`config.mk`:
```
export PLATFORM = sky130hd
export DESIGN_NAME = hwpa_assembler
export DESIGN_NICKNAME = d
export VERILOG_FILES = /design/src/rtl/hwpa_pkg.sv /design/src/rtl/hwpa_half_stream.sv /design/src/rtl/hwpa_assembler.sv
export SDC_FILE = /design/constraint.sdc
export NUM_CORES = 1
export LEC_CHECK = 0
export ABC_CLOCK_PERIOD_IN_PS = 2900
export BUFFER_PORTS_ARGS = -buffer_cell sky130_fd_sc_hd__clkbuf_2
export CORE_UTILIZATION = 57
export CTS_CLUSTER_SIZE = 30
export DETAILED_ROUTE_END_ITERATION = 7
export GPL_TIMING_DRIVEN = 0
export PLACE_DENSITY = 0.87
export RECOVER_POWER = 50
export SYNTH_ARGS = -nofsm -noshare
export SYNTH_HDL_FRONTEND = slang
export SYNTH_SLANG_ARGS = --single-unit
```
`constraint.sdc`:
```
create_clock -name clk_sys_in -period 2.9 [get_ports clk_sys_in]
set_input_delay 0.145 -clock clk_sys_in [delete_from_list [all_inputs] [get_ports clk_sys_in]]
set_output_delay 0.145 -clock clk_sys_in [all_outputs]
set_load 0.01 [all_outputs]
```
`src/rtl/hwpa_pkg.sv`:
```
// Shared constants for the host word-pair assembler.
// Assumes a single system clock and a synchronous active-high reset.
package hwpa_pkg;
    localparam int          HWPA_ADDR_W       = 7;   // Host address bits A[7:1]
    localparam int          HWPA_IDX_W        = 6;   // Word index, A[7:2]
    localparam int          HWPA_HALF_POS     = 0;   // Position of the half-select bit
    localparam logic [5:0]  HWPA_IDX_WORD_ORD = 6'h3e;
    localparam logic [5:0]  HWPA_IDX_TX_FIFO  = 6'h08;
    localparam logic [5:0]  HWPA_IDX_RX_FIFO  = 6'h00;
    localparam logic [31:0] HWPA_WORD_ORD_RST = 32'h0000_0000;
    localparam logic [31:0] HWPA_SWAP_CODE    = 32'hffff_ffff;
    localparam int          HWPA_SYNC_W       = 27;  // cs, rd, wr, mode, addr, data

    typedef enum logic [1:0] {
        HWPA_RD_IDLE  = 2'b01,
        HWPA_RD_FETCH = 2'b10
    } hwpa_rd_state_t;
endpackage : hwpa_pkg

```
`src/rtl/hwpa_half_stream.sv`:
```
// Splits committed transmit words into halves and joins received halves.
// Assumes pushes are spaced by at least two cycles, which the host port guarantees.
`timescale 1ns/1ps
module hwpa_half_stream (
    input  wire logic        clk_sys_in,
    input  wire logic        reset_in,
    input  wire logic        tx_push_in,
    input  wire logic [31:0] tx_word_in,
    output logic             net_tx_valid_out,
    output logic [15:0]      net_tx_half_out,
    input  wire logic        net_rx_valid_in,
    input  wire logic [15:0] net_rx_half_in,
    output logic [31:0]      rx_word_out
);
    import hwpa_pkg::*;

    logic [15:0] tx_hi_r;
    logic        tx_second_r;
    logic [15:0] rx_lo_r;
    logic        rx_got_lo_r;

    always_ff @(posedge clk_sys_in) begin
        if (reset_in) begin
            net_tx_valid_out <= 1'b0;
            net_tx_half_out  <= 16'h0000;
            tx_hi_r          <= 16'h0000;
            tx_second_r      <= 1'b0;
        end else if (tx_push_in) begin
            net_tx_valid_out <= 1'b1;
            net_tx_half_out  <= tx_word_in[15:0];
            tx_hi_r          <= tx_word_in[31:16];
            tx_second_r      <= 1'b1;
        end else if (tx_second_r) begin
            net_tx_half_out  <= tx_hi_r;
            tx_second_r      <= 1'b0;
        end else begin
            net_tx_valid_out <= 1'b0;
        end
    end

    // Received stream fills the low half first
    always_ff @(posedge clk_sys_in) begin
        if (reset_in) begin
            rx_lo_r     <= 16'h0000;
            rx_got_lo_r <= 1'b0;
            rx_word_out <= 32'h0000_0000;
        end else if (net_rx_valid_in) begin
            if (!rx_got_lo_r) begin
                rx_lo_r     <= net_rx_half_in;
                rx_got_lo_r <= 1'b1;
            end else begin
                rx_word_out <= {net_rx_half_in, rx_lo_r};
                rx_got_lo_r <= 1'b0;
            end
        end
    end
endmodule : hwpa_half_stream

```
`src/rtl/hwpa_assembler.sv`:
```
// Host 16-bit port that pairs halves into 32-bit internal words.
// Assumes host strobes are asynchronous and held for at least six clocks.
// Summary of operation
// - Either half may come first if the next access hits the other half.
// - A repeated same-half write is discarded; target stays unchanged.
// - A repeated same-half read clears read pairing; next read starts anew.
// - Swapped mapping only when word order setting is all ones.
// - Default: half bit low gives bytes 1:0, high gives bytes 3:2.
// - Swapped: half bit low gives bytes 3:2, high gives bytes 1:0.
// - Mapping applies alike to registers and transmit/receive FIFO words.
// - Low internal half goes to network first and is received first.
// - Word order selection acts only in 16-bit bus mode.
`timescale 1ns/1ps
module hwpa_assembler (
    input  wire logic                         clk_sys_in,
    input  wire logic                         reset_in,
    input  wire logic                         host_cs_n_in,
    input  wire logic                         host_rd_n_in,
    input  wire logic                         host_wr_n_in,
    input  wire logic                         bus16_mode_in,
    input  wire logic [hwpa_pkg::HWPA_ADDR_W-1:0] host_addr_in,
    input  wire logic [15:0]                  host_data_in,
    output logic [15:0]                       host_data_out,
    output logic                              host_data_oe_out,
    output logic                              csr_wr_en_out,
    output logic [hwpa_pkg::HWPA_IDX_W-1:0]   csr_wr_idx_out,
    output logic [31:0]                       csr_wr_data_out,
    output logic                              csr_rd_en_out,
    output logic [hwpa_pkg::HWPA_IDX_W-1:0]   csr_rd_idx_out,
    input  wire logic [31:0]                  csr_rd_data_in,
    output logic                              word_swap_active_out,
    output logic                              net_tx_valid_out,
    output logic [15:0]                       net_tx_half_out,
    input  wire logic                         net_rx_valid_in,
    input  wire logic [15:0]                  net_rx_half_in
);
    import hwpa_pkg::*;

    logic [HWPA_SYNC_W-1:0] sync1_r;
    logic [HWPA_SYNC_W-1:0] sync2_r;
    logic                   rd_act_d_r;
    logic                   wr_act_d_r;
    logic [HWPA_ADDR_W-1:0] wr_lat_addr_r;
    logic [15:0]            wr_lat_data_r;
    logic [31:0]            word_order_r;
    logic                   wr_pend_r;
    logic                   wr_half_r;
    logic [HWPA_IDX_W-1:0]  wr_idx_r;
    logic [15:0]            wr_hold_r;
    logic                   tx_push_r;
    logic                   rd_pend_r;
    logic                   rd_half_r;
    logic [HWPA_IDX_W-1:0]  rd_idx_r;
    logic [31:0]            rd_word_r;
    hwpa_rd_state_t         rd_state_r;
    logic [31:0]            rx_word;

    logic                  s_cs_n, s_rd_n, s_wr_n, s_bus16;
    logic [HWPA_ADDR_W-1:0] s_addr;
    logic                  rd_act, wr_act, rd_evt, wr_evt, swap;
    logic                  wr_h, rd_h, wr_match, rd_match, wr_commit, wr_drop;
    logic [HWPA_IDX_W-1:0] wr_idx, rd_idx;
    logic [31:0]           full_word, rd_src;
    logic [15:0]           rd_second_half, fetch_half, commit_lo, commit_hi;

    // Pins are asynchronous to the clock; only the second stage is read
    always_ff @(posedge clk_sys_in) begin
        if (reset_in) begin
            sync1_r <= '1;
            sync2_r <= '1;
        end else begin
            sync1_r <= {host_cs_n_in, host_rd_n_in, host_wr_n_in, bus16_mode_in,
                        host_addr_in, host_data_in};
            sync2_r <= sync1_r;
        end
    end

    assign {s_cs_n, s_rd_n, s_wr_n, s_bus16, s_addr} = sync2_r[HWPA_SYNC_W-1:16];
    assign rd_act = !s_cs_n && !s_rd_n;
    assign wr_act = !s_cs_n && !s_wr_n;
    assign rd_evt = rd_act && !rd_act_d_r;
    // Write data taken at strobe end, when the host has surely settled it
    assign wr_evt = !wr_act && wr_act_d_r;
    assign swap   = s_bus16 && (word_order_r == HWPA_SWAP_CODE);

    // Internal half = half-select bit, inverted under swap
    assign wr_idx    = wr_lat_addr_r[HWPA_ADDR_W-1:1];
    assign rd_idx    = s_addr[HWPA_ADDR_W-1:1];
    assign wr_h      = wr_lat_addr_r[HWPA_HALF_POS] ^ swap;
    assign rd_h      = s_addr[HWPA_HALF_POS] ^ swap;
    assign wr_match  = wr_pend_r && (wr_idx == wr_idx_r);
    assign rd_match  = rd_pend_r && (rd_idx == rd_idx_r);
    assign wr_commit = wr_evt && wr_match && (wr_h != wr_half_r);
    assign wr_drop   = wr_evt && wr_match && (wr_h == wr_half_r);
    assign full_word = wr_h ? {wr_lat_data_r, wr_hold_r} : {wr_hold_r, wr_lat_data_r};
    assign rd_second_half = rd_h ? rd_word_r[31:16] : rd_word_r[15:0];
    assign rd_src = (rd_idx_r == HWPA_IDX_WORD_ORD) ? word_order_r :
                    (rd_idx_r == HWPA_IDX_RX_FIFO)  ? rx_word : csr_rd_data_in;
    assign fetch_half = rd_half_r ? rd_src[31:16] : rd_src[15:0];
    assign commit_lo  = csr_wr_data_out[15:0];
    assign commit_hi  = csr_wr_data_out[31:16];

    always_ff @(posedge clk_sys_in) begin
        if (reset_in) begin
            rd_act_d_r       <= 1'b0;
            wr_act_d_r       <= 1'b0;
            wr_lat_addr_r    <= '0;
            wr_lat_data_r    <= 16'h0000;
            host_data_oe_out <= 1'b0;
            word_swap_active_out <= 1'b0;
        end else begin
            rd_act_d_r       <= rd_act;
            wr_act_d_r       <= wr_act;
            host_data_oe_out <= rd_act;
            word_swap_active_out <= swap;
            if (wr_act) begin
                wr_lat_addr_r <= s_addr;
                wr_lat_data_r <= sync2_r[15:0];
            end
        end
    end

    // Write pairing
    always_ff @(posedge clk_sys_in) begin
        if (reset_in) begin
            wr_pend_r <= 1'b0;
            wr_half_r <= 1'b0;
            wr_idx_r  <= '0;
            wr_hold_r <= 16'h0000;
        end else if (wr_commit || wr_drop) begin
            wr_pend_r <= 1'b0;
        end else if (wr_evt) begin
            wr_pend_r <= 1'b1;
            wr_half_r <= wr_h;
            wr_idx_r  <= wr_idx;
            wr_hold_r <= wr_lat_data_r;
        end
    end

    // Whole word lands in one cycle, never half-updated
    always_ff @(posedge clk_sys_in) begin
        if (reset_in) begin
            csr_wr_en_out   <= 1'b0;
            csr_wr_idx_out  <= '0;
            csr_wr_data_out <= 32'h0000_0000;
            tx_push_r       <= 1'b0;
            word_order_r    <= HWPA_WORD_ORD_RST;
        end else begin
            csr_wr_en_out <= wr_commit && (wr_idx != HWPA_IDX_WORD_ORD)
                             && (wr_idx != HWPA_IDX_TX_FIFO);
            tx_push_r     <= wr_commit && (wr_idx == HWPA_IDX_TX_FIFO);
            if (wr_commit) begin
                csr_wr_idx_out  <= wr_idx;
                csr_wr_data_out <= full_word;
                if (wr_idx == HWPA_IDX_WORD_ORD)
                    word_order_r <= full_word;
            end
        end
    end

    // Read pairing and fetch
    always_ff @(posedge clk_sys_in) begin
        if (reset_in) begin
            rd_pend_r      <= 1'b0;
            rd_half_r      <= 1'b0;
            rd_idx_r       <= '0;
            rd_word_r      <= 32'h0000_0000;
            rd_state_r     <= HWPA_RD_IDLE;
            csr_rd_en_out  <= 1'b0;
            csr_rd_idx_out <= '0;
            host_data_out  <= 16'h0000;
        end else begin
            csr_rd_en_out <= 1'b0;
            case (rd_state_r)
                HWPA_RD_IDLE: begin
                    if (rd_evt && rd_match) begin
                        // Repeat returns stale half; host must reread
                        host_data_out <= rd_second_half;
                        rd_pend_r     <= 1'b0;
                    end else if (rd_evt) begin
                        rd_pend_r      <= 1'b1;
                        rd_half_r      <= rd_h;
                        rd_idx_r       <= rd_idx;
                        csr_rd_idx_out <= rd_idx;
                        csr_rd_en_out  <= (rd_idx != HWPA_IDX_WORD_ORD);
                        rd_state_r     <= HWPA_RD_FETCH;
                    end
                end
                HWPA_RD_FETCH: begin
                    rd_word_r     <= rd_src;
                    host_data_out <= fetch_half;
                    rd_state_r    <= HWPA_RD_IDLE;
                end
                default: rd_state_r <= HWPA_RD_IDLE;
            endcase
        end
    end

    hwpa_half_stream u_stream (
        .clk_sys_in       (clk_sys_in),
        .reset_in         (reset_in),
        .tx_push_in       (tx_push_r),
        .tx_word_in       (csr_wr_data_out),
        .net_tx_valid_out (net_tx_valid_out),
        .net_tx_half_out  (net_tx_half_out),
        .net_rx_valid_in  (net_rx_valid_in),
        .net_rx_half_in   (net_rx_half_in),
        .rx_word_out      (rx_word)
    );

    property p_commit;
        @(posedge clk_sys_in) disable iff (reset_in)
        wr_commit |=> csr_wr_data_out == $past(full_word) ##1 !csr_wr_en_out;
    endproperty
    a_commit: assert property (p_commit) else $error("paired write not committed");

    property p_drop;
        @(posedge clk_sys_in) disable iff (reset_in)
        wr_drop |=> !csr_wr_en_out && !tx_push_r && $stable(word_order_r) && !wr_pend_r;
    endproperty
    a_drop: assert property (p_drop) else $error("repeated write not dropped");

    property p_swap_code;
        @(posedge clk_sys_in) disable iff (reset_in)
        word_swap_active_out |-> $past(word_order_r) == HWPA_SWAP_CODE;
    endproperty
    a_swap_code: assert property (p_swap_code) else $error("swap without all ones");

    property p_swap_mode;
        @(posedge clk_sys_in) disable iff (reset_in)
        !s_bus16 |=> !word_swap_active_out;
    endproperty
    a_swap_mode: assert property (p_swap_mode) else $error("swap outside 16-bit mode");

    property p_rd_repeat;
        @(posedge clk_sys_in) disable iff (reset_in)
        (rd_evt && rd_match && rd_h == rd_half_r) |=> !rd_pend_r && !csr_rd_en_out;
    endproperty
    a_rd_repeat: assert property (p_rd_repeat) else $error("read pairing not cleared");

    property p_rd_second;
        @(posedge clk_sys_in) disable iff (reset_in)
        (rd_evt && rd_match && rd_h != rd_half_r)
            |=> host_data_out == $past(rd_second_half) && rd_state_r == HWPA_RD_IDLE;
    endproperty
    a_rd_second: assert property (p_rd_second) else $error("second half wrong");

    property p_fetch;
        @(posedge clk_sys_in) disable iff (reset_in)
        (rd_evt && !rd_match) |=> ##1 host_data_out == $past(fetch_half) && rd_pend_r;
    endproperty
    a_fetch: assert property (p_fetch) else $error("first half mapping wrong");

    property p_tx_order;
        @(posedge clk_sys_in) disable iff (reset_in)
        tx_push_r |=> net_tx_valid_out && net_tx_half_out == $past(commit_lo)
            ##1 net_tx_valid_out && net_tx_half_out == $past(commit_hi, 2);
    endproperty
    a_tx_order: assert property (p_tx_order) else $error("tx half order wrong");

    c_commit:  cover property (@(posedge clk_sys_in) disable iff (reset_in) wr_commit);
    c_drop:    cover property (@(posedge clk_sys_in) disable iff (reset_in) wr_drop);
    c_swapped: cover property (@(posedge clk_sys_in) disable iff (reset_in)
                               word_swap_active_out && tx_push_r);
    c_rd_rep:  cover property (@(posedge clk_sys_in) disable iff (reset_in)
                               rd_evt && rd_match && rd_h == rd_half_r);
endmodule : hwpa_assembler

```
* Word level (Yosys, flattened, before mapping) *
Cells that the tools add are included.

storage, ports and cells
  flip-flop bits (word level) = 318
  input port bits = 78
  output and inout port bits = 81
  word-level logic and storage cells = 102

operators by class
  equality and inequality tests = 15
  multiplexer cells = 15
  bitwise gates (word level) = 7
  reductions and logical operators = 35

operators with widths
  operator                                                                 number
  32-bit two-way mux                                                       3
  16-bit two-way mux                                                       5
  32-bit == test, second input constant                                    1
  16-bit case mux with 2 select lines                                      1
  1-bit logical AND                                                        14
  2-bit AND reduction                                                      7
  6-bit == test                                                            2
  6-bit == test, second input constant                                     2
  6-bit inequality test, second input constant                             2
  6-bit by 4-bit == test with 1-bit output, second input constant          1
  6-bit zero test                                                          1
  1-bit two-way mux                                                        6
  6-bit by 4-bit inequality test with 1-bit output, second input constant  1
  2-bit nonzero test                                                       3
  1-bit zero test                                                          5
  1-bit NOT                                                                5
  2-bit inequality test, second input constant                             2
  2-bit OR reduction                                                       2
  4-bit OR reduction                                                       1
  3-bit AND reduction                                                      1
  2-bit by 1-bit == test with 1-bit output, second input constant          1
  2-bit == test, second input constant                                     1
  1-bit XOR                                                                2
  1-bit == test                                                            1
  other kinds (2)                                                          2

* Longest topological paths before layout *
Gate-level depths: netlist (run 1).

  depth in word-level cells = 9
  gate-level depth with buffers = 8
  depth with buffers taken out = 6

* Modules after synthesis *
From an unflattened synthesis (run 1), not the netlist that was laid out.

second synthesis, totals
  cell total of the unflattened synthesis = 1352
  area total of the unflattened synthesis = 12394.4 um^2

modules (own cells, without submodules)
  module            instances  cells an instance  area an instance (um^2)  seq. area each (um^2)
  hwpa_assembler    1          1010               9273.9                   4704.5
  hwpa_half_stream  1          342                3120.5                   1661.6

* Least setup slack after synthesis (run 1) *
OpenSTA, ideal clock, no wires.

  kind = reg2reg
  from = register word_order_r[23]
  to = register word_order_r[10]
  library setup time = 124 ps
  arrival = 2292 ps
  required time = 2776 ps
  path slack = 484 ps
  stages on the path, launching flop included = 7
  buffers on the path = 1
  clock period less this slack = 2416 ps
  path through = dfxtp_1 > nand4_1 > or4_1 > or4_4 > a211oi_4 > buf_2 > a21oi_1

between the ends
  cells in the longest elaborated chain, start to end = 6
  elaborated cells on any way between the ends = 7
  classes of those cells = 2 x eq/ne; 1 x mux; 1 x bitwise; 3 x reduce/logical

RTL lines
  item                                  RTL line               text
  from (decl)                           hwpa_assembler.sv:45   logic [31:0] word_order_r;
  from (signal assigned)                hwpa_assembler.sv:156  word_order_r <= full_word;
  32-bit == test (*)                    hwpa_assembler.sv:84   assign swap = s_bus16 && (word_order_r == HWPA_SWAP_CODE);
  1-bit logical AND (*)                 hwpa_assembler.sv:84
  1-bit XOR (*)                         hwpa_assembler.sv:89   assign wr_h = wr_lat_addr_r[HWPA_HALF_POS] ^ swap;
  1-bit inequality test                 hwpa_assembler.sv:93   assign wr_commit = wr_evt && wr_match && (wr_h != wr_half_r);
  1-bit logical AND                     hwpa_assembler.sv:93
  2-bit AND reduction (no source line)  n/a

Every way passes the cells marked *; elsewhere a longest branch is shown, timed or not.
A chain may end at the register's enable or synchronous reset.

* Worst setup path after layout (run 1) *
  from = register word_order_r[7]
  to = register word_order_r[30]

The elaborated chain is that of the path after synthesis.

==> results.cfg, run 1 <==
[routing]
wirelength_um = 36900
drtIter0Drc = 1220
post-route-drc-count = 0
drtPass1Iterations = 5
routedWlPerCell_um = 19.5
num_vias = 11190
vias_per_cell = 5.90
ant_nets = 0

[worst_setup_path]
r2r_start = word_order_r[7]
ff2ff_path_depth = 7
r2r-end = word_order_r[30]
arrival_ns = 3.24
crit_fanout = 10
crit_required_ns = 3.31
critPathKind = reg -> reg
start_kind = flip-flop
reg2reg_slack_ns = 0.07
cp-end-kind = flip-flop

[sta]
setup_viol = 0
drv_slew = 0
worstMarginPinSlew_ns = 1.25
rsz0062_at_grt = yes
hold_ws_ns = 0.0640
fmax_mhz = 353
period_share = 0.977
hold_viol_final = 0
finalCriticalPeriod_ns = 2.83
slew_headroom = 0.159
fin_skew_ns = 0.0104

[pwr]
pwr_density_cell_nw_per_um2 = 593
peakVddDrop_uv = 544
p_leak_uw = 0.00575
total_power_uw = 8750

[cells_and_area]
antennaDiodeCount = 0
utilization = 0.700
layout-drive-gt1-share = 0.121
final_area_um2 = 14800
nNetsFinal = 1681
layout.cells.non_filler = 1898
area_growth_pct = 20.3

[floorplanning]
start_util = 0.582
rows = 53
dieHeight_um = 149
die_w_um = 149
ioPinCount = 159
core-area_um2 = 21100
die_area_um2 = 22100

[yosys]
synth-simple-area-share = 0.159
async_flop_share = 0
yosysSeqAreaShare = 0.519
ys_warn_count = 0
synthMostInstantiatedCell = dfxtp_1
avgSynthCellArea_um2 = 8.96
yosysTopAreaCell = dfxtp_1
synthAdderAreaFrac = 0
synth-edff-count = 0
yosys-top-cells-area = dfxtp_1 52%, mux2i_1 12%, a21oi_1 8.2%, nand2_1 5.6%, nor2_1 4.3%
synth.top_cell.area_share = 0.519
yosysUniqueCellTypes = 39
synth_top_family_by_area = simple AND/OR/NAND/NOR gates
synth_xor_area_frac = 0.0107
synth_compound_area_frac = 0.155
synthesis.nets = 1447
synth_seq_cells = 318
dominantRegCellSynth = dfxtp_1
synthTopCellsByCount = 318 x dfxtp_1, 202 x a21oi_1, 183 x nand2_1, 147 x mux2i_1, 141 x nor2_1
synth_mux_area_frac = 0.120
synthCells = 1369
synth_area_um2 = 12300

[clock_network]
cts_tree = done
clock_path_buffers = 3
htreeDepth = 1
clock-root-buffer = clkbuf_16
numCtsBuffers = 30
clk_pin_slew_ns = 0.07
cts.sinks = 318
clk_latency_ns = 0.55

[placement]
io_buffers = 157
gp_congestion = 1.02
place_area_um2 = 13400
dp_cells = 1801
dpl.hpwl_um = 26200

[global_routing]
track_usage = 0.325
grt_pass1_wl_um = 55700
grt_overflow = 0
antenna_found_initial = 1
grt_pass1_vias = 10459
grt_max_degree = 15

[run_status]
status = finished clean

[min_path]
hp-start = csr_rd_data_in[15]
min_path_type = in -> reg
whs_endpoint = rd_word_r[15]
holdPathStages = 5

[run]
drv_cap = 0
## cell usage in the layout (no fill, tap or decap), types with 12 or more instances in the layout
| cell type | count |
|---|---|
| clkbuf_1 | 175 |
| nor3_1 | 19 |
| nand2_1 | 183 |
| or2_2 | 56 |
| clkbuf_2 | 80 |
| nor2_1 | 141 |
| dfxtp_1 | 318 |
| nand4_1 | 17 |
| a21oi_1 | 202 |
| mux2i_1 | 147 |
| dlygate4sd3_1 | 44 |
| o21ai_1 | 12 |
| clkbuf_16 | 31 |
| a211oi_1 | 48 |
| a2111oi_0 | 15 |
| o21ai_0 | 50 |
## final cells by class
class,instances,area (um2)
inverter,2,7.51
timing repair buffer,202,1140
fill,1603,6320
clock inverter,8,93.8
clock buffer,44,865
multi-input combinational,942,5510
tap,275,344
buffer,107,442
sequential,318,6370
## metrics by stage
step	TNS (ns)	setup WS (ns)
after floorplan	0	0.484
after global placement	-1.83	-0.170
after detailed placement	-1.88	-0.217
after CTS	0	0.00419
after global routing	-0.159	-0.0695
final	0	0.0674
## sequential cells by signal, indices dropped and copies added, names as in the netlist, 27 cells and up
register and flops:
word_order_r 32, sync2_r 27, rd_word_r 32, u_stream.rx_word_out 32, sync1_r 27, csr_wr_data_out 32
## critical path, stage by stage (launching register included)
cell and delay, ns:
dfxtp_1 0.39, nand4_1 0.14, nor4_1 0.34, nand3_1 0.30
xor2_2 0.46, clkbuf_2 0.40, mux2i_1 0.53, a21oi_1 0.13
## where the power goes
group | switching [uW] | leakage, uW | internal [uW]
clock | 1620 | 0.000473 | 2230
combinational | 250 | 0.00270 | 180
sequential | 39.4 | 0.00258 | 4430
total | 1910 | 0.00575 | 6840
## routing by layer
| layer | wire (um) | vias up | GRT usage | part of all wire |
|---|---|---|---|---|
| met5 | 0 | - | 0 | 0 |
| met4 | 1390 | 0 | 0.133 | 0.038 |
| met3 | 3510 | 126 | 0.0550 | 0.095 |
| met2 | 16900 | 625 | 0.516 | 0.46 |
| met1 | 15100 | 5237 | 0.439 | 0.41 |
| li1 | - | 5202 | - | - |
## worst max path at each step
stage / endpoint / startpoint
after global placement: host_data_out[9] / word_order_r[7]
final: word_order_r[30] / word_order_r[7]
after CTS: csr_wr_idx_out[0] / word_order_r[14]
after floorplan: word_order_r[10] / word_order_r[23]
after detailed placement: host_data_out[10] / word_order_r[6]
after global routing: word_order_r[30] / word_order_r[7]
## cells by family (layout without fill, tap and decap cells)
group / after synthesis / in the layout
simple gates: 443 / 443
compound gates: 337 / 337
flops: 318 / 318
mux: 147 / 147
buf+inv: 109 / 363
xor+xnor: 15 / 15
## repair_timing
action,CTS,global route
endpoints found under the hold margin,60,0
pin swaps,0,2
setup endpoints to repair,48,82
hold buffers,44,0
setup buffers,0,1
gates resized for setup,4,7
Power figures use the tool's default switching activity.
==> run 2, diff against run 1 <==
--- a/config.mk
+++ b/config.mk
@@ -7,11 +7,11 @@
 export LEC_CHECK = 0
 export ABC_CLOCK_PERIOD_IN_PS = 2900
 export BUFFER_PORTS_ARGS = -buffer_cell sky130_fd_sc_hd__clkbuf_2
-export CORE_UTILIZATION = 57
+export CORE_UTILIZATION = 35
 export CTS_CLUSTER_SIZE = 30
 export DETAILED_ROUTE_END_ITERATION = 7
 export GPL_TIMING_DRIVEN = 0
-export PLACE_DENSITY = 0.87
+export PLACE_DENSITY = 0.61
 export RECOVER_POWER = 50
 export SYNTH_ARGS = -nofsm -noshare
 export SYNTH_HDL_FRONTEND = slang
==> run 2 against run 1 <==
  * Setup slack better by 0.028 ns
  * Clock power increased by 11%
  * Final area rose by 2.5%
  * Global-route usage is 11 points lower
  * Count of clock-buffer cells in the layout up 3
  * Register-to-register slack better by 0.03 ns
  * First-iteration DRC count decreased by 40%
  * Die area is 62% higher
  * Utilization down 26 points
  * Final cell count increased by 9.7%
  * Clock skew shrank 0.0013 ns
  * Critical path type unchanged
  * Critical endpoint is now csr_wr_data_out[25]
  * Largest cell class unchanged
  * Largest power group unchanged
  * Highest routed layer unchanged
==> results.cfg, run 2 (same netlist as run 1, synthesis figures left out) <==
[run_status]
status = finished clean

[clock_network]
cts.sinks = 318
numCtsBuffers = 35
cts_tree = done
clk_pin_slew_ns = 0.06
clk_latency_ns = 0.52
htreeDepth = 2
clock_path_buffers = 3
clock-root-buffer = clkbuf_16

[placement]
io_buffers = 157
gp_congestion = 0.901
preCtsSetupSlack_ns = -0.230
dp_cells = 1981
dpl.hpwl_um = 29200

[cells_and_area]
layout-drive-gt1-share = 0.128
utilization = 0.438
nNetsFinal = 1687
layout.cells.non_filler = 2083
antennaDiodeCount = 0
area_growth_pct = 23.4
mostFrequentLayoutCell = dfxtp_1
most-common-layout-cells = 318 x dfxtp_1, 202 x a21oi_1, 183 x nand2_1, 167 x clkbuf_1, 147 x mux2i_1

[worst_setup_path]
r2r-end = csr_wr_data_out[25]
worstSetupEndpoint = csr_wr_data_out[25]
critPathKind = reg -> reg
crit_required_ns = 3.29
crit_buf_inv = 1
start_kind = flip-flop
crit_start = word_order_r[6]
reg2reg_slack_ns = 0.1
path_cells = nand4_1, nor4_1, nand3_1, xor2_2, clkbuf_2, mux2i_1, a21oi_1
cp-end-kind = flip-flop
ff2ff_path_depth = 7
crit_path_max_incr_delay_ns = 0.54
crit_family = simple AND/OR/NAND/NOR gates
crit_fanout = 10
cp.depth = 7
critPathSlowestCell = mux2i_1
arrival_ns = 3.20
r2r_start = word_order_r[6]

[sta]
setup_viol = 0
setup_ws_ns = 0.0957
hold_viol_final = 0
drv_slew = 0
worstMarginPinSlew_ns = 1.20
finalCriticalPeriod_ns = 2.80
slew_headroom = 0.193
rsz0062_at_grt = no
fin_skew_ns = 0.00909
fmax_mhz = 357
period_share = 0.967

[routing]
drtPass1Iterations = 5
wirelength_um = 38700
ant_nets = 0
drtIter0Drc = 727
vias_per_cell = 5.11
num_vias = 10635
routedWlPerCell_um = 18.6
post-route-drc-count = 0

[min_path]
min_path_type = in -> reg

[global_routing]
grt_overflow = 0
grt_max_degree = 14
grt_pass1_vias = 10285
track_usage = 0.214
grt_pass1_wl_um = 59500
antenna_found_initial = 0

[run]
drv_cap = 0

[floorplanning]
dieHeight_um = 189
die_w_um = 189
start_util = 0.355
die_area_um2 = 35800
rows = 68
core-area_um2 = 34500
ioPinCount = 159

[pwr]
pwr_density_cell_nw_per_um2 = 606
p_leak_uw = 0.00584
peakVddDrop_uv = 355
==> run 2: changes by cell type in the layout (fill, tap and decap cells not counted) <==
| cell | before | now |
|---|---|---|
| inv_16 | 0 | 1 |
| clkinvlp_4 | 0 | 1 |
| buf_1 | 9 | 10 |
| clkinv_2 | 5 | 6 |
| clkbuf_2 | 80 | 84 |
| buf_4 | 1 | 2 |
| clkbuf_1 | 175 | 167 |
| and2_0 | 0 | 1 |
| clkbuf_16 | 31 | 37 |
| bufinv_16 | 2 | 1 |
| clkinv_4 | 1 | 0 |
| and2_1 | 2 | 1 |
==> run 2: worst min-delay path by stage <==
stage | from | to | slack (ns) | depth (start not counted)
floorplan | host_data_in[0] | sync1_r[0] | 0.25 | 1
global placement | host_addr_in[4] | sync1_r[20] | 0.33 | 2
detailed placement | host_addr_in[0] | sync1_r[16] | 0.33 | 2
CTS | csr_rd_data_in[26] | rd_word_r[26] | 0.09 | 5
global route | csr_rd_data_in[26] | rd_word_r[26] | 0.14 | 5
finish | csr_rd_data_in[26] | rd_word_r[26] | 0.10 | 5
==> run 2: report_power, final <==
group          leakage (uW)  internal [uW]  switching, uW
Combinational       0.00272            180            246
Sequential          0.00258           4440           36.8
Clock              0.000539           2510           1760
Total               0.00584           7130           2040
==> run 2: timing repair <==
action	CTS	global route
gates resized for setup	5	14
pin swaps	0	2
endpoints found under the hold margin	60	0
endpoints found under the setup margin	41	73
cloned	0	0
hold buffers	44	0
setup buffers	0	2
==> run 2: worst reg2reg max path, cell delays in order, from the launching register on <==
cell,delay [ns]
dfxtp_1,0.46
nand4_1,0.15
nor4_1,0.29
nand3_1,0.29
xor2_2,0.41
clkbuf_2,0.40
mux2i_1,0.55
a21oi_1,0.13
==> run 2: per-stage QoR <==
stage / power, uW / instance area, um2 / hold WS, ns / TNS, ns
6_report: 9170 / 15100 / 0.105 / 0
5_1_grt: 9470 / 15100 / 0.136 / 0
4_1_cts: 9230 / 15200 / 0.0926 / 0
3_5_place_dp: 4940 / 13600 / 0.329 / -2.55
3_3_place_gp: 4940 / 13600 / 0.330 / -3.03
2_1_floorplan: 4770 / 12300 / 0.249 / 0
==> run 2: layout make-up <==
type                            instances  area (um2)
Fill cell                            3485       19400
Sequential cell                       318        6370
Multi-Input combinational cell        942        5510
Timing Repair Buffer                  203        1150
Clock buffer                           47        1000
Tap cell                              455         569
Buffer                                107         447
Clock inverter                          9        87.6
Inverter                                2        7.51
==> run 2: metal layers <==
metal | GRT usage | share of wire | up-vias
met3 | 0.0315 | 0.057 | 73
met5 | 0 | 0 | -
met2 | 0.331 | 0.44 | 329
met1 | 0.301 | 0.47 | 5014
met4 | 0.0794 | 0.033 | 0
li1 | - | - | 5219
